--- src/rtl/dcb_params.svh ---
`ifndef DCB_PARAMS_SVH
`define DCB_PARAMS_SVH
// Register indices; byte address is four times the index
`define DCB_IDX_POS     7'h3c
`define DCB_IDX_SEG0    7'h3d
`define DCB_IDX_SEG1    7'h3e
`define DCB_IDX_SEG2    7'h3f
`define DCB_IDX_CLK     7'h40
`define DCB_IDX_PORT    7'h41
`define DCB_IDX_NLK     7'h42
`define DCB_IDX_FE      7'h43
// Non-volatile image
`define DCB_EEP_FIRST   6'd36
`define DCB_EEP_LAST    6'd47
`define DCB_EEP_WORDS   2'd3
// Clock and display control fields
`define DCB_CLK_DITHER  23
`define DCB_CLK_EXTSPI  22
`define DCB_CLK_RCH     21:20
`define DCB_CLK_DIRECT  19
`define DCB_CLK_SRC     18
`define DCB_CLK_DISCH   17
`define DCB_CLK_MPSEL   3:0
// Port control fields
`define DCB_PRT_DELAY   23:21
`define DCB_PRT_PULSE   20:17
`define DCB_PRT_DIV     16:11
`define DCB_PRT_SPIOUT  10:8
`define DCB_PRT_AUXV    7:6
`define DCB_PRT_DIR5    5:4
`define DCB_PRT_DIR4    3:2
`define DCB_PRT_KSYNC   1:0
// Front-end fields
`define DCB_FE_RES      1:0
`define DCB_FE_COMP     3:2
// Timing
`define DCB_CLK_NS      10
`define DCB_MS_NS       1000000
`define DCB_MS_CYC      (`DCB_MS_NS / `DCB_CLK_NS)
`define DCB_PUMP_BASE   10'd480
`define DCB_MPSEL_IRQ   4'hc
`endif

--- src/rtl/dcb_pkg.sv ---
`include "dcb_params.svh"
package dcb_pkg;
    typedef enum logic [1:0] {LD_REQ, LD_WAIT, LD_DONE} dcb_ld_t;

    typedef struct packed {
        dcb_ld_t     ld_st;
        logic [1:0]  ld_word;
        logic [1:0]  ld_byte;
        logic [23:0] ld_acc;
        logic        eep_rd;
        logic [5:0]  eep_addr;
        logic [23:0] pos;
        logic [23:0] seg0;
        logic [23:0] seg1;
        logic [23:0] seg2;
        logic [23:0] clk;
        logic [23:0] port;
        logic [23:0] nlk;
        logic [23:0] fe;
        logic        ack;
        logic [23:0] dat;
        logic [2:0]  s_osc;
        logic [1:0]  s_aux1;
        logic [1:0]  s_aux2;
        logic [9:0]  pdiv;
        logic        pump_tick;
        logic [7:0]  lfsr;
        logic [1:0]  rc_cnt;
        logic        recharge;
        logic [8:0]  sck_cnt;
        logic        sck;
        logic [16:0] ms_pre;
        logic [10:0] ms_cnt;
        logic        disp_on;
        logic        comp_on;
        logic [9:0]  res_kohm;
        logic        mp3;
        logic [1:0]  aux_o;
        logic [1:0]  aux_oe;
        logic [1:0]  aux_pu;
        logic [1:0]  aux_pd;
        logic        loaded;
    } dcb_state_t;
endpackage : dcb_pkg

--- src/rtl/dcb_top.sv ---
// Behaviour
// - Fast-charge resistor code selects 30/50/200/800 kohm
// - Comparator mode: off, off-between, off-load-between, on
// - Segment position word at 60, image bytes 36-38
// - Segment data 56 bits over three words
// - Segment data words 61-63 never loaded from image
// - Dither adds noise to derived pump divider
// - External display enable turns pins into serial
// - Recharge every (n+1)th display cycle
// - Direct-drive bit drives display from supply
// - Pump clock source: divided 4 MHz or 10 kHz
// - Fast-discharge bit enables capacitor fast discharge
// - Diagnostic select routes third multipurpose pin
// - Delay field sets serial clock period 500ns-10us
// - Upper pulsed bits set blink period
// - Lower pulsed bits set on-time
// - Derived pump divider equals 480 plus offset
// - Serial-out field switches pin groups, bit0 first
// - Aux value drives outputs, reads inputs' levels
// - Aux direction: out, pull-up, pull-down, input
// - Key synchronisation speed field
// - Clock word at 64, port word at 65
// - Nonlinearity multiplier word at 66
// - Power-on copy of image into configuration words
// - Three successive bytes form one 24-bit word
//
// Local design decision: the Wishbone interface to the registers.
`include "dcb_params.svh"
`timescale 1ns/1ps
`default_nettype none
module dcb_top
    import dcb_pkg::*;
#(
    parameter int unsigned MS_CYCLES = `DCB_MS_CYC
) (
    // Clock and reset
    input  wire logic        clk_i,
    input  wire logic        rst_i,
    input  wire logic        ce_i,
    // Wishbone slave
    input  wire logic        wb_cyc_i,
    input  wire logic        wb_stb_i,
    input  wire logic        wb_we_i,
    input  wire logic [8:0]  wb_adr_i,
    input  wire logic [3:0]  wb_sel_i,
    input  wire logic [31:0] wb_dat_i,
    output logic [31:0]      wb_dat_o,
    output logic             wb_ack_o,
    // Non-volatile image port
    output logic             eep_rd_o,
    output logic [5:0]       eep_addr_o,
    input  wire logic        eep_valid_i,
    input  wire logic [7:0]  eep_data_i,
    // Timing sources
    input  wire logic        tick_4mhz_i,
    input  wire logic        osc_10k_i,
    input  wire logic        disp_cycle_i,
    input  wire logic        meas_active_i,
    input  wire logic        loading_i,
    // Multipurpose pin sources
    input  wire logic        mp3_gpio_i,
    input  wire logic [11:1] diag_i,
    input  wire logic        irq_i,
    // Auxiliary pins four and five
    input  wire logic [1:0]  aux_pin_i,
    output logic [1:0]       aux_pin_o,
    output logic [1:0]       aux_pin_oe_o,
    output logic [1:0]       aux_pull_up_o,
    output logic [1:0]       aux_pull_down_o,
    // Display controls
    output logic [23:0]      seg_position_o,
    output logic [55:0]      seg_data_o,
    output logic [9:0]       charge_res_kohm_o,
    output logic             comp_on_o,
    output logic             fast_discharge_o,
    output logic             ext_display_o,
    output logic             ext_sck_o,
    output logic [2:0]       seg_spi_out_o,
    output logic             first_common_pin_spi_o,
    output logic             direct_drive_o,
    output logic             recharge_o,
    output logic             pump_tick_o,
    output logic             display_on_o,
    output logic             third_multipurpose_pin_o,
    output logic [1:0]       key_sync_speed_o,
    output logic [23:0]      nonlinearity_multiplier_o,
    output logic             config_loaded_o
);

    dcb_state_t r;
    dcb_state_t n;

    function automatic logic [9:0] kohm(input logic [1:0] c);
        case (c)
            2'h0:    kohm = 10'd30;
            2'h1:    kohm = 10'd50;
            2'h2:    kohm = 10'd200;
            default: kohm = 10'd800;
        endcase
    endfunction : kohm

    // Half periods at 100 MHz; 0 gives 500 ns, 7 gives 10 us
    function automatic logic [8:0] sck_half(input logic [2:0] c);
        case (c)
            3'h0:    sck_half = 9'd25;
            3'h1:    sck_half = 9'd40;
            3'h2:    sck_half = 9'd70;
            3'h3:    sck_half = 9'd100;
            3'h4:    sck_half = 9'd150;
            3'h5:    sck_half = 9'd250;
            3'h6:    sck_half = 9'd350;
            default: sck_half = 9'd500;
        endcase
    endfunction : sck_half

    function automatic logic [10:0] blink_ms(input logic [1:0] c);
        case (c)
            2'h0:    blink_ms = 11'd300;
            2'h1:    blink_ms = 11'd600;
            2'h2:    blink_ms = 11'd1000;
            default: blink_ms = 11'd2000;
        endcase
    endfunction : blink_ms

    function automatic logic [10:0] on_ms(input logic [1:0] c);
        case (c)
            2'h0:    on_ms = 11'd0;
            2'h1:    on_ms = 11'd100;
            2'h2:    on_ms = 11'd200;
            default: on_ms = 11'd400;
        endcase
    endfunction : on_ms

    function automatic logic [23:0] merge(input logic [23:0] old,
                                          input logic [31:0] d,
                                          input logic [3:0]  sel);
        merge = old;
        for (int i = 0; i < 3; i++) begin
            if (sel[i]) begin
                merge[i*8 +: 8] = d[i*8 +: 8];
            end
        end
    endfunction : merge

    function automatic logic [6:0] image_index(input logic [1:0] w);
        case (w)
            2'h0:    image_index = `DCB_IDX_POS;
            2'h1:    image_index = `DCB_IDX_CLK;
            2'h2:    image_index = `DCB_IDX_PORT;
            default: image_index = `DCB_IDX_NLK;
        endcase
    endfunction : image_index

    logic        req;
    logic [6:0]  idx;
    logic [9:0]  pump_top;
    logic [1:0]  dir [2];
    logic [1:0]  aux_rd;

    assign req = wb_cyc_i && wb_stb_i && !r.ack && (r.ld_st == LD_DONE);
    assign idx = wb_adr_i[8:2];
    assign dir[0] = r.port[`DCB_PRT_DIR4];
    assign dir[1] = r.port[`DCB_PRT_DIR5];

    // Derived divider with optional noise on the low bits
    assign pump_top = `DCB_PUMP_BASE + {4'h0, r.port[`DCB_PRT_DIV]}
                    + {8'h00, r.clk[`DCB_CLK_DITHER] ? r.lfsr[1:0] : 2'h0};

    for (genvar g = 0; g < 2; g++) begin : g_aux
        // Output reads back the driven value, input reads the pin
        assign aux_rd[g] = (dir[g] == 2'h0) ? r.port[6 + g] : r.s_aux2[g];
    end

    always_comb begin
        logic [23:0] rd;
        logic        wr;
        rd = 24'h000000;
        wr = req && wb_we_i;
        n = r;
        n.eep_rd = 1'b0;
        n.pump_tick = 1'b0;
        n.recharge = 1'b0;
        n.ack = 1'b0;

        // Power-on copy, three bytes per word, first byte highest
        case (r.ld_st)
            LD_REQ: begin
                n.eep_rd = 1'b1;
                n.eep_addr = `DCB_EEP_FIRST + 6'(r.ld_word) * 6'd3
                           + {4'h0, r.ld_byte};
                n.ld_st = LD_WAIT;
            end
            LD_WAIT: begin
                if (eep_valid_i) begin
                    n.ld_acc = {r.ld_acc[15:0], eep_data_i};
                    n.ld_st = LD_REQ;
                    n.ld_byte = r.ld_byte + 2'h1;
                    if (r.ld_byte == 2'h2) begin
                        n.ld_byte = 2'h0;
                        n.ld_word = r.ld_word + 2'h1;
                        // Segment data words are skipped by the map
                        case (image_index(r.ld_word))
                            `DCB_IDX_POS:  n.pos  = {r.ld_acc[15:0], eep_data_i};
                            `DCB_IDX_CLK:  n.clk  = {r.ld_acc[15:0], eep_data_i};
                            `DCB_IDX_PORT: n.port = {r.ld_acc[15:0], eep_data_i};
                            default:       n.nlk  = {r.ld_acc[15:0], eep_data_i};
                        endcase
                        if (r.ld_word == `DCB_EEP_WORDS) begin
                            n.ld_st = LD_DONE;
                        end
                    end
                end
            end
            LD_DONE: begin
                n.ld_st = LD_DONE;
            end
            default: begin
                n.ld_st = LD_REQ;
            end
        endcase
        n.loaded = n.ld_st == LD_DONE;

        // Bus slave: one wait state, unmapped reads zero
        case (idx)
            `DCB_IDX_POS:  rd = r.pos;
            `DCB_IDX_SEG0: rd = r.seg0;
            `DCB_IDX_SEG1: rd = r.seg1;
            `DCB_IDX_SEG2: rd = {16'h0000, r.seg2[7:0]};
            `DCB_IDX_CLK:  rd = r.clk;
            `DCB_IDX_PORT: rd = {r.port[23:8], aux_rd, r.port[5:0]};
            `DCB_IDX_NLK:  rd = r.nlk;
            `DCB_IDX_FE:   rd = {20'h00000, r.fe[3:0]};
            default:       rd = 24'h000000;
        endcase
        if (req) begin
            n.ack = 1'b1;
            n.dat = rd;
        end
        if (wr) begin
            case (idx)
                `DCB_IDX_POS:  n.pos  = merge(r.pos, wb_dat_i, wb_sel_i);
                `DCB_IDX_SEG0: n.seg0 = merge(r.seg0, wb_dat_i, wb_sel_i);
                `DCB_IDX_SEG1: n.seg1 = merge(r.seg1, wb_dat_i, wb_sel_i);
                `DCB_IDX_SEG2: n.seg2 = merge(r.seg2, wb_dat_i, wb_sel_i) & 24'h0000ff;
                `DCB_IDX_CLK:  n.clk  = merge(r.clk, wb_dat_i, wb_sel_i);
                `DCB_IDX_PORT: n.port = merge(r.port, wb_dat_i, wb_sel_i);
                `DCB_IDX_NLK:  n.nlk  = merge(r.nlk, wb_dat_i, wb_sel_i);
                `DCB_IDX_FE:   n.fe   = merge(r.fe, wb_dat_i, wb_sel_i) & 24'h00000f;
                default:       n.fe   = r.fe;
            endcase
        end

        // Pin synchronisers
        n.s_osc = {r.s_osc[1:0], osc_10k_i};
        n.s_aux1 = aux_pin_i;
        n.s_aux2 = r.s_aux1;

        // Charge-pump clock
        if (r.clk[`DCB_CLK_SRC]) begin
            n.pump_tick = r.s_osc[1] && !r.s_osc[2];
            n.pdiv = 10'h000;
        end else if (tick_4mhz_i) begin
            if (r.pdiv >= pump_top - 10'h001) begin
                n.pdiv = 10'h000;
                n.pump_tick = 1'b1;
                n.lfsr = {r.lfsr[6:0], r.lfsr[7] ^ r.lfsr[5] ^ r.lfsr[4] ^ r.lfsr[3]};
            end else begin
                n.pdiv = r.pdiv + 10'h001;
            end
        end

        // Recharge divider
        if (disp_cycle_i) begin
            if (r.rc_cnt >= r.clk[`DCB_CLK_RCH]) begin
                n.rc_cnt = 2'h0;
                n.recharge = 1'b1;
            end else begin
                n.rc_cnt = r.rc_cnt + 2'h1;
            end
        end

        // External display serial clock, idle low when unused
        if (!r.clk[`DCB_CLK_EXTSPI]) begin
            n.sck = 1'b0;
            n.sck_cnt = 9'h000;
        end else if (r.sck_cnt >= sck_half(r.port[`DCB_PRT_DELAY]) - 9'h001) begin
            n.sck = !r.sck;
            n.sck_cnt = 9'h000;
        end else begin
            n.sck_cnt = r.sck_cnt + 9'h001;
        end

        // Pulsed display; a zero on-time keeps it dark
        if (r.ms_pre >= 17'(MS_CYCLES - 1)) begin
            n.ms_pre = 17'h00000;
            if (r.ms_cnt >= blink_ms(r.port[20:19]) - 11'h001) begin
                n.ms_cnt = 11'h000;
            end else begin
                n.ms_cnt = r.ms_cnt + 11'h001;
            end
        end else begin
            n.ms_pre = r.ms_pre + 17'h00001;
        end
        n.disp_on = r.ms_cnt < on_ms(r.port[18:17]);

        // Comparator power
        case (r.fe[`DCB_FE_COMP])
            2'h0:    n.comp_on = 1'b0;
            2'h1:    n.comp_on = meas_active_i;
            2'h2:    n.comp_on = meas_active_i && !loading_i;
            default: n.comp_on = 1'b1;
        endcase
        n.res_kohm = kohm(r.fe[`DCB_FE_RES]);

        // Third multipurpose pin routing
        if (r.clk[`DCB_CLK_MPSEL] == 4'h0) begin
            n.mp3 = mp3_gpio_i;
        end else if (r.clk[`DCB_CLK_MPSEL] == `DCB_MPSEL_IRQ) begin
            n.mp3 = irq_i;
        end else if (r.clk[`DCB_CLK_MPSEL] < `DCB_MPSEL_IRQ) begin
            n.mp3 = diag_i[r.clk[`DCB_CLK_MPSEL]];
        end else begin
            n.mp3 = 1'b0;
        end

        // Auxiliary pins
        for (int i = 0; i < 2; i++) begin
            n.aux_oe[i] = dir[i] == 2'h0;
            n.aux_pu[i] = dir[i] == 2'h1;
            n.aux_pd[i] = dir[i] == 2'h2;
            n.aux_o[i] = r.port[6 + i];
        end
    end

    always_ff @(posedge clk_i) begin
        if (rst_i) begin
            r <= '0;
            r.ld_st <= LD_REQ;
            r.lfsr <= 8'h01;
            r.res_kohm <= 10'd30;
        end else if (ce_i) begin
            r <= n;
        end
    end

    assign wb_dat_o = {8'h00, r.dat};
    assign wb_ack_o = r.ack;
    assign eep_rd_o = r.eep_rd;
    assign eep_addr_o = r.eep_addr;
    assign aux_pin_o = r.aux_o;
    assign aux_pin_oe_o = r.aux_oe;
    assign aux_pull_up_o = r.aux_pu;
    assign aux_pull_down_o = r.aux_pd;
    assign seg_position_o = r.pos;
    assign seg_data_o = {r.seg2[7:0], r.seg1, r.seg0};
    assign charge_res_kohm_o = r.res_kohm;
    assign comp_on_o = r.comp_on;
    assign fast_discharge_o = r.clk[`DCB_CLK_DISCH];
    assign ext_display_o = r.clk[`DCB_CLK_EXTSPI];
    assign ext_sck_o = r.sck;
    assign seg_spi_out_o = r.port[`DCB_PRT_SPIOUT];
    assign first_common_pin_spi_o = r.port[8];
    assign direct_drive_o = r.clk[`DCB_CLK_DIRECT];
    assign recharge_o = r.recharge;
    assign pump_tick_o = r.pump_tick;
    assign display_on_o = r.disp_on;
    assign third_multipurpose_pin_o = r.mp3;
    assign key_sync_speed_o = r.port[`DCB_PRT_KSYNC];
    assign nonlinearity_multiplier_o = r.nlk;
    assign config_loaded_o = r.loaded;

    property p_res;
        @(posedge clk_i) disable iff (rst_i)
        ce_i |=> charge_res_kohm_o == kohm($past(r.fe[1:0]));
    endproperty
    a_res: assert property (p_res) else $error("resistor decode wrong");

    property p_comp_off;
        @(posedge clk_i) disable iff (rst_i)
        (ce_i && r.fe[3:2] == 2'h0) |=> !comp_on_o;
    endproperty
    a_comp_off: assert property (p_comp_off) else $error("comparator not off");

    property p_comp_meas;
        @(posedge clk_i) disable iff (rst_i)
        (ce_i && r.fe[3] != r.fe[2])
            |=> comp_on_o == ($past(meas_active_i) && ($past(r.fe[2]) || !$past(loading_i)));
    endproperty
    a_comp_meas: assert property (p_comp_meas) else $error("comparator mode wrong");

    property p_no_ack_loading;
        @(posedge clk_i) disable iff (rst_i)
        (r.ld_st != LD_DONE) |=> !wb_ack_o;
    endproperty
    a_no_ack_loading: assert property (p_no_ack_loading) else $error("ack during load");

    property p_image_range;
        @(posedge clk_i) disable iff (rst_i)
        eep_rd_o |-> (eep_addr_o >= `DCB_EEP_FIRST && eep_addr_o <= `DCB_EEP_LAST);
    endproperty
    a_image_range: assert property (p_image_range) else $error("image address out of range");

    property p_write;
        @(posedge clk_i) disable iff (rst_i)
        (ce_i && req && wb_we_i && idx == `DCB_IDX_CLK && wb_sel_i == 4'hf)
            |=> r.clk == $past(wb_dat_i[23:0]);
    endproperty
    a_write: assert property (p_write) else $error("write not applied");

    property p_recharge;
        @(posedge clk_i) disable iff (rst_i)
        (ce_i && disp_cycle_i && r.rc_cnt >= r.clk[21:20]) |=> recharge_o;
    endproperty
    a_recharge: assert property (p_recharge) else $error("recharge missed");

    property p_recharge_skip;
        @(posedge clk_i) disable iff (rst_i)
        (ce_i && !(disp_cycle_i && r.rc_cnt >= r.clk[21:20])) |=> !recharge_o;
    endproperty
    a_recharge_skip: assert property (p_recharge_skip) else $error("recharge too early");

    property p_mp3_irq;
        @(posedge clk_i) disable iff (rst_i)
        (ce_i && r.clk[3:0] == `DCB_MPSEL_IRQ) |=> third_multipurpose_pin_o == $past(irq_i);
    endproperty
    a_mp3_irq: assert property (p_mp3_irq) else $error("interrupt not routed");

    property p_aux_out;
        @(posedge clk_i) disable iff (rst_i)
        (ce_i && r.port[3:2] == 2'h0) |=> aux_pin_oe_o[0] && aux_pin_o[0] == $past(r.port[6]);
    endproperty
    a_aux_out: assert property (p_aux_out) else $error("aux output wrong");

endmodule : dcb_top
`default_nettype wire

--- config.mk ---
export PLATFORM = sky130hd
export DESIGN_NAME = dcb_top
export DESIGN_NICKNAME = d
export VERILOG_FILES = /design/src/rtl/dcb_pkg.sv /design/src/rtl/dcb_top.sv
export VERILOG_INCLUDE_DIRS = /design/src /design/src/rtl
export SDC_FILE = /design/constraint.sdc
export NUM_CORES = 1
export LEC_CHECK = 0
export ABC_AREA = 0
export BUFFER_PORTS_ARGS = -buffer_cell sky130_fd_sc_hd__buf_4
export CAP_MARGIN = 25
export CELL_PAD_IN_SITES_DETAIL_PLACEMENT = 2
export CELL_PAD_IN_SITES_GLOBAL_PLACEMENT = 2
export CORE_MARGIN = 2
export CORE_UTILIZATION = 37
export CTS_CLUSTER_SIZE = 20
export DETAILED_ROUTE_END_ITERATION = 10
export GPL_TIMING_DRIVEN = 0
export HOLD_SLACK_MARGIN = 0.08
export PLACE_DENSITY_LB_ADDON = 0.1
export SKIP_LAST_GASP = 1
export SLEW_MARGIN = 25
export SYNTH_ARGS = -nofsm -noshare
export SYNTH_HDL_FRONTEND = slang
export SYNTH_SLANG_ARGS = --single-unit
--- constraint.sdc ---
create_clock -name clk_i -period 6.2 [get_ports clk_i]
set_input_delay 1.24 -clock clk_i [delete_from_list [all_inputs] [get_ports clk_i]]
set_output_delay 1.24 -clock clk_i [all_outputs]
set_load 0.01 [all_outputs]
* Word level (Yosys, flattened, before mapping)
Cells that the tools add are included.
** Operators by class
- $add $sub $neg :: 14
- $mul :: 1
- Magnitude comparators :: 8
- Equality and inequality tests :: 50
- Muxes and demuxes :: 68
- Bitwise gates (word level) :: 4
- Reductions and logical operators :: 51
** Operators with widths (count)
- 24-bit two-way mux :: 13
- 72-bit two-way mux :: 3
- 192-bit two-way mux :: 1
- 24-bit one-hot mux with 8 select lines :: 1
- 8-bit two-way mux :: 11
- 9-bit one-hot mux with 7 select lines :: 1
- 7-bit equality test, second input constant :: 6
- 4-bit AND reduction :: 10
- 3-bit inequality test, second input constant :: 12
- 2-bit AND reduction :: 18
- 7-bit by 6-bit equality test with 1-bit output, second input constant :: 5
- 11-bit two-way mux :: 3
- 11-bit one-hot mux with 3 select lines :: 1
- 30-bit two-way mux :: 1
- 10-bit one-hot mux with 3 select lines :: 1
- 7-bit two-way mux :: 4
- 9-bit two-way mux :: 3
- 9-bit one-hot mux with 3 select lines :: 1
- 25-bit two-way mux :: 1
- 2-bit equality test, second input constant :: 11
- 7-bit one-hot mux with 3 select lines :: 1
- 10-bit two-way mux :: 2
- 19-bit two-way mux :: 1
- 17-bit by 1-bit adder with 17-bit output, second input constant :: 1
- 44 further kinds :: 84
** Storage, ports and cells
- Register bits after elaboration :: 307
- Input bits :: 80

* Logic depth before layout (Yosys ltp)
Gate-level depths: netlist of run 1.
- Depth in word-level cells :: 13
- Gate-level depth with buffers :: 17
- Mapped depth without buffers :: 16

* Worst setup path after synthesis of run 1
Ideal clock, no wire load.
- Path kind :: register -> register
- From :: reg r[209] in the netlist's numbering
- To :: reg r[64] in the netlist's numbering
- Data arrival time :: 3.369 ns
- Data required time :: 6.069 ns
- Slack :: 2.699 ns
- Stages on the path, launching flop included :: 17
- Path through :: dfxtp_1 nand2_1 ha_1 inv_1 ha_1 fa_1 a21o_1 a21o_1 fa_1 inv_1 ha_1 o21a_1 o21ai_1 nor2_1 a21o_1 clkbuf_1 mux2i_1
** On the way
- Word-level cells in the longest chain between the ends :: 5
** Ends and longest elaborated chain
- start, declared :: line dcb_top.sv:90 : dcb_state_t r;
- start signal, assigned :: line dcb_top.sv:342 : r <= n;
- 2-bit two-way mux :: line dcb_top.sv:167 : + {8'h00, r.clk[`DCB_CLK_DITHER] ? r.lfsr[1:0] : 2'h0};
- 10-bit by 2-bit adder with 10-bit output (no line)
- 10-bit by 1-bit subtractor with 10-bit output :: line dcb_top.sv:263 : if (r.pdiv >= pump_top - 10'h001) begin
- 10-bit greater-or-equal comparator :: line dcb_top.sv:263
- 4-bit AND reduction (no line)
No other way between the ends.
A chain may end at the register's enable or synchronous reset.

* Final worst setup path of run 1
- From :: reg r[209] in the netlist's numbering
- To :: reg r[70] in the netlist's numbering
Same word-level chain as after synthesis.

==> results.md, run 1 <==
* Status: finished, final reports clean
* Arrival time reported for the critical path endpoint at 4680 ps
* Startpoint types: flip-flop
* Number of flip-flops and latches in the synthesized netlist at 295
* Maximum number of pins on one net before global-route repair at 13
* Via count of the first global-routing pass at 16860
* Drt first pass iters at 5
* Tightest hold margin at 464 ps
* Fin Clk Skew at 23.0 ps
* Placer Congestion at 0.873
* Global-route usage over all layers at 0.321
* Vertical extent of the die at 211 um
* Most frequently used flop master after synthesis: sky130_fd_sc_hd__dfxtp_1
* Cts bufs inserted at 36
* Max_cap viols at 0
* Top-level I/O count at 258
* Post-synthesis instance area at 0.0158 sq mm
* Layout net count at 2243
* TritonCTS clock tree: built
* Kind of capture point of the worst setup path: flip-flop
* Sum of net half-perimeters after detailed placement at 53600 um
* Number of endpoints failing setup at the final stage at 0
* Synth-to-layout area growth at 23.0%
* Fraction of final layout cells sized beyond drive strength 1 at 0.300
* Setup total negative slack at 0 ps
* Number of hold buffers added after cts at 0
* Post-route fraction of the period consumed by the critical path at 0.680
* Effective utilization at floorplan at 0.376
* Maximum level of the CTS H-tree at 2
* IR drop worst, VDD at 146 uV
* Sequential share of the synthesized area at 0.373
* Share of flip-flops with an asynchronous set or reset after synthesis at 0
* Fillcell total at 4721
* Critical Path RT at 6660 ps
* Post-layout minimum cycle time at 4220 ps
* Post-CTS setup buffer count at 0
* Wire length of the first global-routing pass at 107000 um
* Category of the critical setup timing path: flip-flop to flip-flop
* Vias per inst at 5.90
* Total number of placement rows at 75
* Cell type with the largest total area after synthesis: sky130_fd_sc_hd__dfxtp_1
* Actual slew at the worst max-slew pin at 1140 ps
* Met3 WL post-DR at 4130 um
* Count of antenna-violating nets left after detailed routing at 0
* Number of enable-type register cells in the synthesized netlist at 0
* Cell variety after synth at 72
* RSZ-0062 raised after global routing: false
* Dominant cell by count in the synthesized netlist: sky130_fd_sc_hd__dfxtp_1
* Die Area at 0.0444 sq mm
* Total via count after detailed routing at 15675
* Classification of the worst-slack hold path: flip-flop to flip-flop
* Max-slew headroom at the worst pin at 0.240
* Clock latency of the later-clocked register in the worst-skew pair at 550 ps
* Mean post-synth cell area at 8.73 sq um
* Cells taking the most area after synthesis: sky130_fd_sc_hd__dfxtp_1 37%, sky130_fd_sc_hd__buf_4 7.9%, sky130_fd_sc_hd__a21oi_1 7.0%, sky130_fd_sc_hd__o221a_2 6.4%, sky130_fd_sc_hd__ha_1 5.2%
* Highest Clock Rate at 0.237 GHz
* Die width at 211 um
* Leakage component of the power at 8.16 nW
* Root buffer selected by CTS: sky130_fd_sc_hd__clkbuf_16
* Grt total ovfl at 0
* Critical Path Fanout Max at 6
* Number of gates resized after cts at 0
* Share of Yosys cell area claimed by the top area cell type at 0.373
* Wirelength per Cell at 27.1 um
* Number of cells produced by synthesis at 1811
* Residual DRC count at 0
* Number of sinks driven by the clock tree at 295
* Total count of hold-check failures in the final report at 0
* Power density normalized to cell area at 222 mW/mm^2
* Maximum number of buffers from clock root to sink at 3
* Buffers added on ports at 236
* Final slew viol count at 0
* Post-CTS clock slew at the launch and capture registers of the worst setup and hold paths at 60 ps
* Commonest cells in the synthesized netlist: 295 x sky130_fd_sc_hd__dfxtp_1, 222 x sky130_fd_sc_hd__a21oi_1, 174 x sky130_fd_sc_hd__nand2_1
* Initial antenna violation count at 2
* DRT iter0 DRCs at 1206
* Wire length on met1 at 29800 um
* Standard cell core area at 0.0420 sq mm
* Routed wire length on met2 at 34600 um
* Wirelength, routed at 72000 um
* Yosys synthesis warning count at 0
* DR top layer: met5
==> metal layers <==
| metal | track usage | up-vias |
|---|---|---|
| li1 | - | 6922 |
| met1 | 0.402 | 8007 |
| met2 | 0.553 | 561 |
| met3 | 0.0440 | 181 |
| met4 | 0.139 | 4 |
| met5 | 0 | - |
==> per-stage QoR <==
step | setup WS (ps) | util | power (W) | area [sq um] | cells
2_1_floorplan | 2700 | - | 0.00209 | 15800 | 1819
3_3_place_gp | 1960 | 0.435 | 0.00222 | 18300 | 2594
3_5_place_dp | 1940 | 0.435 | 0.00223 | 18300 | 2594
4_1_cts | 1980 | 0.463 | 0.00435 | 19400 | 2657
5_1_grt | 1710 | 0.463 | 0.00446 | 19400 | 2657
6_report | 1980 | 0.463 | 0.00433 | 19500 | 2658
==> kinds of logic (layout without fill, tap and decap cells) <==
kind of cell,Yosys count,count (layout),synth area share
AND/OR/NAND/NOR,529,529,0.166
AO/OA/AOI/OAI,514,514,0.229
buffers and inverters,308,607,0.115
flip-flops,295,295,0.373
adder cells (fa/ha/maj),70,70,0.0573
multiplexers,50,50,0.0343
XOR/XNOR,44,44,0.0244
other,1,10,0.000237
==> worst max-delay path, cell delays in order, from the launching register on <==
cell and delay (ps):
sky130_fd_sc_hd__dfxtp_1 490, sky130_fd_sc_hd__nand2_1 130, sky130_fd_sc_hd__ha_1 300, sky130_fd_sc_hd__inv_1 40, sky130_fd_sc_hd__ha_1 220, sky130_fd_sc_hd__fa_1 410, sky130_fd_sc_hd__a21o_1 180, sky130_fd_sc_hd__a21o_1 200
sky130_fd_sc_hd__fa_1 480, sky130_fd_sc_hd__inv_1 40, sky130_fd_sc_hd__ha_1 290, sky130_fd_sc_hd__o21a_1 110, sky130_fd_sc_hd__o21ai_1 420, sky130_fd_sc_hd__nor2_1 120, sky130_fd_sc_hd__a21oi_1 430, sky130_fd_sc_hd__mux2i_1 260
==> sequential cells by signal, summed over array words and instances, names as in the netlist, 4 cells and up <==
signal / flops
charge_res_kohm_o: 6
dir: 4
eep_addr_o: 6
n: 6
nonlinearity_multiplier_o: 24
r: 120
seg_data_o: 56
seg_position_o: 24
wb_dat_o: 24
==> placed cells by master (no fill, tap or decap), types with 23 or more instances in the layout <==
master	synthesis	routed
sky130_fd_sc_hd__inv_1	42	42
sky130_fd_sc_hd__mux2i_1	44	44
sky130_fd_sc_hd__clkbuf_16	0	37
sky130_fd_sc_hd__buf_4	166	402
sky130_fd_sc_hd__dfxtp_1	295	295
sky130_fd_sc_hd__ha_1	66	66
sky130_fd_sc_hd__buf_2	25	25
sky130_fd_sc_hd__nor2_1	140	139
sky130_fd_sc_hd__clkbuf_1	68	76
sky130_fd_sc_hd__a22oi_1	58	58
sky130_fd_sc_hd__o21ai_0	26	26
sky130_fd_sc_hd__o221a_2	90	90
sky130_fd_sc_hd__or2_2	26	26
sky130_fd_sc_hd__xor2_1	23	23
sky130_fd_sc_hd__nand2_1	174	174
sky130_fd_sc_hd__a21oi_1	222	222
sky130_fd_sc_hd__a21o_1	35	35
sky130_fd_sc_hd__nand3_1	77	77
==> report_power, final <==
| group | internal [W] | switching, W |
|---|---|---|
| registers | 0.00191 | 0.0000124 |
| logic | 0.0000867 | 0.000189 |
| clock network | 0.00124 | 0.000885 |
| total | 0.00324 | 0.00109 |
==> path summary, 6_finish.rpt <==
path                                   start      endpoint  slack, ps  cells after the start
worst max register to register        r[209]         r[70]       1980                     15
worst max-delay path                  r[209]         r[70]       1980                     15
worst min-delay path            wb_dat_o[17]  wb_dat_o[17]        460                      1
worst min register to register  wb_dat_o[17]  wb_dat_o[17]        460                      1
==> cell type report <==
type / count / area, sq um / share of cell area
tap: 539 / 674 / 0.0347
multi-input combinational: 1216 / 8110 / 0.417
buffer: 266 / 1670 / 0.0859
clock inverter: 10 / 118 / 0.00605
inverter: 42 / 158 / 0.00810
timing repair buffer: 236 / 1770 / 0.0911
clock buffer: 53 / 1040 / 0.0533
antenna: 1 / 2.50 / 0.000129
sequential: 295 / 5910 / 0.304
No activity file was read; power rests on OpenSTA's default activity.
==> run 2: changes to the inputs <==
CORE_UTILIZATION = 31   (was 37)
clock period = 3.65 ns   (was 6.2 ns; I/O delays follow)
==> run 2 against run 1 <==
Die area is 19% higher. Hold slack worse by 53 ps. Clock power up 91%. Via count down 1.8%. Combinational power is 70% higher. Total power rose by 80%. Routed wire length rose by 2.5%. Worst setup slack got worse by 1800 ps. First-iteration DRC count is 35% lower. Final area is 2.6% higher. Non-clock buffer count rose by 5. Critical path type unchanged. Largest cell class unchanged.
==> results.md, run 2 (synthesized netlist as in run 1, its figures left out) <==
* Max-slew headroom at the worst pin at 0.246
* Initial antenna violation count at 2
* Worst hold path startpoint: aux_pin_i[0]
* Fillcell total at 5683
* Buffers added on ports at 236
* Residual DRC count at 0
* Total number of placement rows at 82
* Tightest hold margin at 411 ps
* Total via count after detailed routing at 15393
* Drt first pass iters at 6
* TritonCTS clock tree: built
* Clock latency of the later-clocked register in the worst-skew pair at 560 ps
* Wire length of the first global-routing pass at 108000 um
* Portion of total power attributed to sequential cells at 0.418
* DRT iter0 DRCs at 782
* Post-route fraction of the period consumed by the critical path at 0.949
* Number of sinks driven by the clock tree at 295
* Final slew viol count at 0
* Global-route usage over all layers at 0.272
* Placer Congestion at 0.849
* Classification of the worst-slack hold path: primary input to flip-flop
* Highest Clock Rate at 0.289 GHz
* Clk network pwr share at 0.521
* Post-CTS clock slew at the launch and capture registers of the worst setup and hold paths at 60 ps
* Hold endpoint: n[82]
* Net switching power at 0.00190 W
* Combinational share of power at 0.060
* Pre-CTS WS at -637 ps
* Cell area reported after detailed placement at 0.0185 sq mm
* Non-Filler Instances at 2799
* Number of cells traversed by the worst register-to-register path at 15
* Cell count after placement at 2727
* Finished Cell Area at 0.0200 sq mm
* Die Area at 0.0528 sq mm
* Largest reg by FF count: r
* Commonest non-fill, non-tap cells in the layout: 406 x sky130_fd_sc_hd__buf_4, 292 x sky130_fd_sc_hd__dfxtp_1, 220 x sky130_fd_sc_hd__a21oi_1
* Maximum level of the CTS H-tree at 2
* Arrival time reported for the critical path endpoint at 3940 ps
* Wirelength, routed at 73800 um
* Top-level I/O count at 258
* Effective utilization at floorplan at 0.315
* Maximum number of buffers from clock root to sink at 3
* Cts bufs inserted at 37
* Reg-to-reg critical path endpoint: r[66]
* Max_cap viols at 0
* Maximum number of pins on one net before global-route repair at 13
* Vertical extent of the die at 230 um
* Fin Clk Skew at 20.7 ps
* Status: finished, final reports clean
* Most frequent standard cell in the layout excluding fill and tap cells: sky130_fd_sc_hd__buf_4
* Power density normalized to cell area at 390 mW/mm^2
* Standard cell core area at 0.0503 sq mm
* Post-layout minimum cycle time at 3460 ps
* Switching share of total power at 0.244
* Count of antenna-violating nets left after detailed routing at 0
* IR drop worst, VDD at 259 uV
* Actual slew at the worst max-slew pin at 1130 ps
* Flip-flop count of the largest register after layout at 120
* Setup total negative slack at 0 ps
* Synth-to-layout area growth at 26.2%
* Grt total ovfl at 0
* Number of hold buffers added after cts at 0
* Critical Path Fanout Max at 6
* Critical Path RT at 4130 ps
* Sum of net half-perimeters after detailed placement at 55400 um
* Wirelength per Cell at 26.4 um
* Fraction of final layout cells sized beyond drive strength 1 at 0.316
* Cell depth of the worst min-delay path at 3
* Die width at 230 um
* Fin worst setup slack at 186 ps
* Total count of hold-check failures in the final report at 0
* Vias per inst at 5.50
* Kind of capture point of the worst setup path: flip-flop
* Reg-to-reg critical path startpoint: r[174]
* Internal at 0.00589 W
* Number of endpoints failing setup at the final stage at 0
* R2R Setup Slk at 190 ps
* Startpoint types: flip-flop
* Leakage component of the power at 8.33 nW
* Category of the critical setup timing path: flip-flop to flip-flop
* Via count of the first global-routing pass at 16534
* Root buffer selected by CTS: sky130_fd_sc_hd__clkbuf_16
* Layout net count at 2249
==> run 2: per-stage QoR <==
step	util	total power, W
after floorplan	-	0.00355
after global placement	0.367	0.00378
after detailed placement	0.367	0.00379
after CTS	0.396	0.00784
after global routing	0.397	0.00801
final	0.397	0.00779
==> run 2: how the worst max path moves through the flow <==
stage | startpoint | endpoint | depth (start not counted)
after detailed placement | r[209] | r[63] | 15
after global routing | r[174] | r[75] | 15
final | r[174] | r[66] | 15
after CTS | r[209] | r[76] | 15
after global placement | r[209] | r[63] | 15
after floorplan | r[209] | r[64] | 16
==> run 2: what timing repair did <==
action,in CTS,in global routing
cloned,1,0
endpoints found under the hold margin,0,0
gates resized for setup,26,9
pin swaps,6,8
setup buffers,2,3
endpoints found under the setup margin,19,17
==> run 2: worst max-delay path, cell delays in order (launching register included) <==
cell and delay (ps):
sky130_fd_sc_hd__dfxtp_4 380, sky130_fd_sc_hd__inv_1 80, sky130_fd_sc_hd__ha_4 260, sky130_fd_sc_hd__inv_2 40
sky130_fd_sc_hd__ha_4 150, sky130_fd_sc_hd__fa_2 330, sky130_fd_sc_hd__a21o_1 200, sky130_fd_sc_hd__a21o_1 190
sky130_fd_sc_hd__fa_1 520, sky130_fd_sc_hd__inv_2 50, sky130_fd_sc_hd__ha_4 270, sky130_fd_sc_hd__o21a_1 150
sky130_fd_sc_hd__o21ai_4 90, sky130_fd_sc_hd__nor2_2 170, sky130_fd_sc_hd__a21o_2 270, sky130_fd_sc_hd__mux2i_1 220
==> run 2: power groups by stage <==
stage	clock network (W)	logic, W	registers (W)
2_1_floorplan	0	0.000222	0.00333
3_3_place_gp	0	0.000453	0.00333
3_5_place_dp	0	0.000462	0.00333
4_1_cts	0.00412	0.000465	0.00326
5_1_grt	0.00425	0.000499	0.00326
6_report	0.00406	0.000468	0.00326
==> run 2: per-layer routing <==
metal	vias up	global-route usage	wire length, um
li1	6950	-	-
met1	7862	0.345	32300
met2	436	0.463	35200
met3	141	0.0417	3370
met4	4	0.106	2890
met5	-	0	24
==> run 2: layout make-up <==
cell class	count	area, sq um	share of cell area
multi-input cells	1216	8220	0.412
repair buffers	242	1820	0.0912
well taps	672	841	0.0421
plain buffers	265	1680	0.0842
diodes	1	2.50	0.000125
flip-flops and latches	295	5910	0.296
clock buffers	54	1130	0.0567
clock inverters	12	191	0.00959
inverters	42	158	0.00790
==> run 3: changes to the inputs <==
CORE_ASPECT_RATIO = 0.6   (was unset)
==> run 3 against run 2 <==
Sequential power about the same. Cell count up 0.64%. Clock-buffer cell count down 10. Largest cell class unchanged. Critical path depth unchanged. Hold slack worse by 33 ps. Clock skew down 10 ps. Die area up 0.11%.
==> results.md, run 3 (synthesized netlist as in run 1, its figures left out) <==
* Top-level I/O count at 258
* Buffers added on ports at 236
* Die width at 296 um
* Die Area at 0.0529 sq mm
* Kind of capture point of the worst setup path: flip-flop
* Via count of the first global-routing pass at 15893
* Placer Congestion at 0.898
* Number of endpoints failing setup at the final stage at 0
* Non-Filler Instances at 2817
* Vertical extent of the die at 179 um
* Total count of hold-check failures in the final report at 0
* Final slew viol count at 0
* Fraction of final layout cells sized beyond drive strength 1 at 0.317
* Standard cell core area at 0.0507 sq mm
* Reg-to-reg critical path startpoint: r[209]
* Total number of placement rows at 64
* Reg-to-reg critical path endpoint: r[76]
* CP max stage delay at 510 ps
* Number of buffers and inverters on the critical path at 3
* Commonest non-fill, non-tap cells in the layout: 413 x sky130_fd_sc_hd__buf_4, 293 x sky130_fd_sc_hd__dfxtp_1, 220 x sky130_fd_sc_hd__a21oi_1
* Fin Clk Skew at 10.2 ps
* Cell-by-cell trace of the critical path: nand2_2 > ha_4 > inv_2 > ha_4 > fa_2 > a21o_1 > a21o_1 > fa_1 > inv_2 > ha_4 > o21a_1 > o21ai_4 > buf_4 > o211ai_1 > o211ai_1
* Leakage component of the power at 8.21 nW
* Classification of the worst-slack hold path: primary input to flip-flop
* Fin worst setup slack at 103 ps
* Largest reg by FF count: r
* TritonCTS clock tree: built
* Wirelength, routed at 75400 um
* Flip-flop count of the largest register after layout at 120
* Total via count after detailed routing at 15509
* Worst hold path startpoint: aux_pin_i[1]
* CP dominant cell by count: sky130_fd_sc_hd__ha_4
* Power density normalized to cell area at 363 mW/mm^2
* Count of antenna-violating nets left after detailed routing at 0
* Actual slew at the worst max-slew pin at 1160 ps
* Startpoint types: flip-flop
* Maximum number of pins on one net before global-route repair at 15
* Number of hold buffers added after cts at 0
* Initial antenna violation count at 3
* Most frequent standard cell in the layout excluding fill and tap cells: sky130_fd_sc_hd__buf_4
* Arrival time reported for the critical path endpoint at 4010 ps
* Post-layout minimum cycle time at 3550 ps
* Pre-CTS WS at -608 ps
* Cell count after placement at 2748
* Layout net count at 2249
* Critical Path Fanout Max at 4
* Synth-to-layout area growth at 25.1%
* Number of sinks driven by the clock tree at 295
* Global-route usage over all layers at 0.279
* Status: finished, final reports clean
* IR drop worst, VDD at 358 uV
* Sum of net half-perimeters after detailed placement at 58300 um
* Root buffer selected by CTS: sky130_fd_sc_hd__clkbuf_16
* Maximum level of the CTS H-tree at 1
* Max-slew headroom at the worst pin at 0.221
* Vias per inst at 5.51
* Residual DRC count at 0
* Wirelength per Cell at 26.8 um
* Drt first pass iters at 5
* Wire length of the first global-routing pass at 108000 um
* CP top delay family: adder cells
* R2R Setup Slk at 100 ps
* Maximum number of buffers from clock root to sink at 3
* Grt total ovfl at 0
* Number of cells traversed by the worst register-to-register path at 15
* Cts bufs inserted at 31
* Post-CTS clock slew at the launch and capture registers of the worst setup and hold paths at 70 ps
* Critical Path RT at 4120 ps
* Max_cap viols at 0
* RSZ-0062 raised after global routing: false
* Effective utilization at floorplan at 0.312
* Critical-path cell with the highest stage delay: sky130_fd_sc_hd__fa_1
* Clock latency of the later-clocked register in the worst-skew pair at 590 ps
* Post-route fraction of the period consumed by the critical path at 0.972
* Hold endpoint: n[83]
* DRT iter0 DRCs at 1194
* Highest Clock Rate at 0.282 GHz
* Cell depth of the worst min-delay path at 3
* Category of the critical setup timing path: flip-flop to flip-flop
run 3: cell types whose count changed in the layout (fill, tap and decap cells not counted), sizes merged:
| cell | change |
|---|---|
| clkbuf | -13 |
| inv | -1 |
| buf | +9 |
| clkinv | +4 |
| bufinv | -2 |
run 3: power by group:
part | leakage (nW) | switching [W] | internal (W)
Clock | 0.529 | 0.00148 | 0.00195
Combinational | 5.30 | 0.000342 | 0.000148
Sequential | 2.38 | 0.0000201 | 0.00324
Total | 8.21 | 0.00185 | 0.00533
run 3: how the worst max path moves through the flow:
stage	end	start	slack, ps	cells past startpoint
floorplan	r[64]	r[209]	150	16
global placement	r[65]	r[209]	-420	16
detailed placement	r[67]	r[209]	-610	16
CTS	r[70]	r[174]	20	15
global route	r[79]	r[209]	0.4	17
finish	r[76]	r[209]	100	15
run 3: stage by stage:
stage / TNS [ps] / util / area, sq um / hold WS (ps) / power [W]
4_1_cts: 0 / 0.387 / 19600 / 363 / 0.00720
2_1_floorplan: 0 / - / 15800 / 426 / 0.00355
3_3_place_gp: -10080 / 0.365 / 18500 / 438 / 0.00379
5_1_grt: 0 / 0.390 / 19800 / 399 / 0.00739
3_5_place_dp: -14660 / 0.365 / 18500 / 447 / 0.00381
6_report: 0 / 0.390 / 19800 / 378 / 0.00718
run 3: routing by layer:
| layer | part of all wire | global-route usage | wire [um] |
|---|---|---|---|
| met1 | 0.47 | 0.402 | 35700 |
| met2 | 0.43 | 0.418 | 32200 |
| met3 | 0.079 | 0.0674 | 5950 |
| met4 | 0.021 | 0.0596 | 1570 |
| met5 | 0 | 0 | 0 |
run 3: worst register-to-register path: cells and delay by family (launching register included):
kind / cells / cell delay [ps]
compound gates: 6 / 1130
buf+inv: 3 / 250
flops: 1 / 390
fa+ha+maj: 5 / 1590
simple gates: 1 / 70
run 3: repair_timing:
| item | in CTS | in global routing |
|---|---|---|
| pin swaps | 3 | 14 |
| endpoints found under the hold margin | 0 | 0 |
| setup endpoints to repair | 19 | 19 |
| resized for setup | 16 | 31 |
| setup buffers | 7 | 5 |
run 3: area by class of cell:
type                       count  area, sq um
fill                        5621        30900
multi-input combinational   1216         8230
sequential                   295         5910
timing repair buffer         248         1870
buffer                       265         1680
clock buffer                  44          915
tap                          693          867
inverter                      42          158
clock inverter                13          146
antenna                        1         2.50
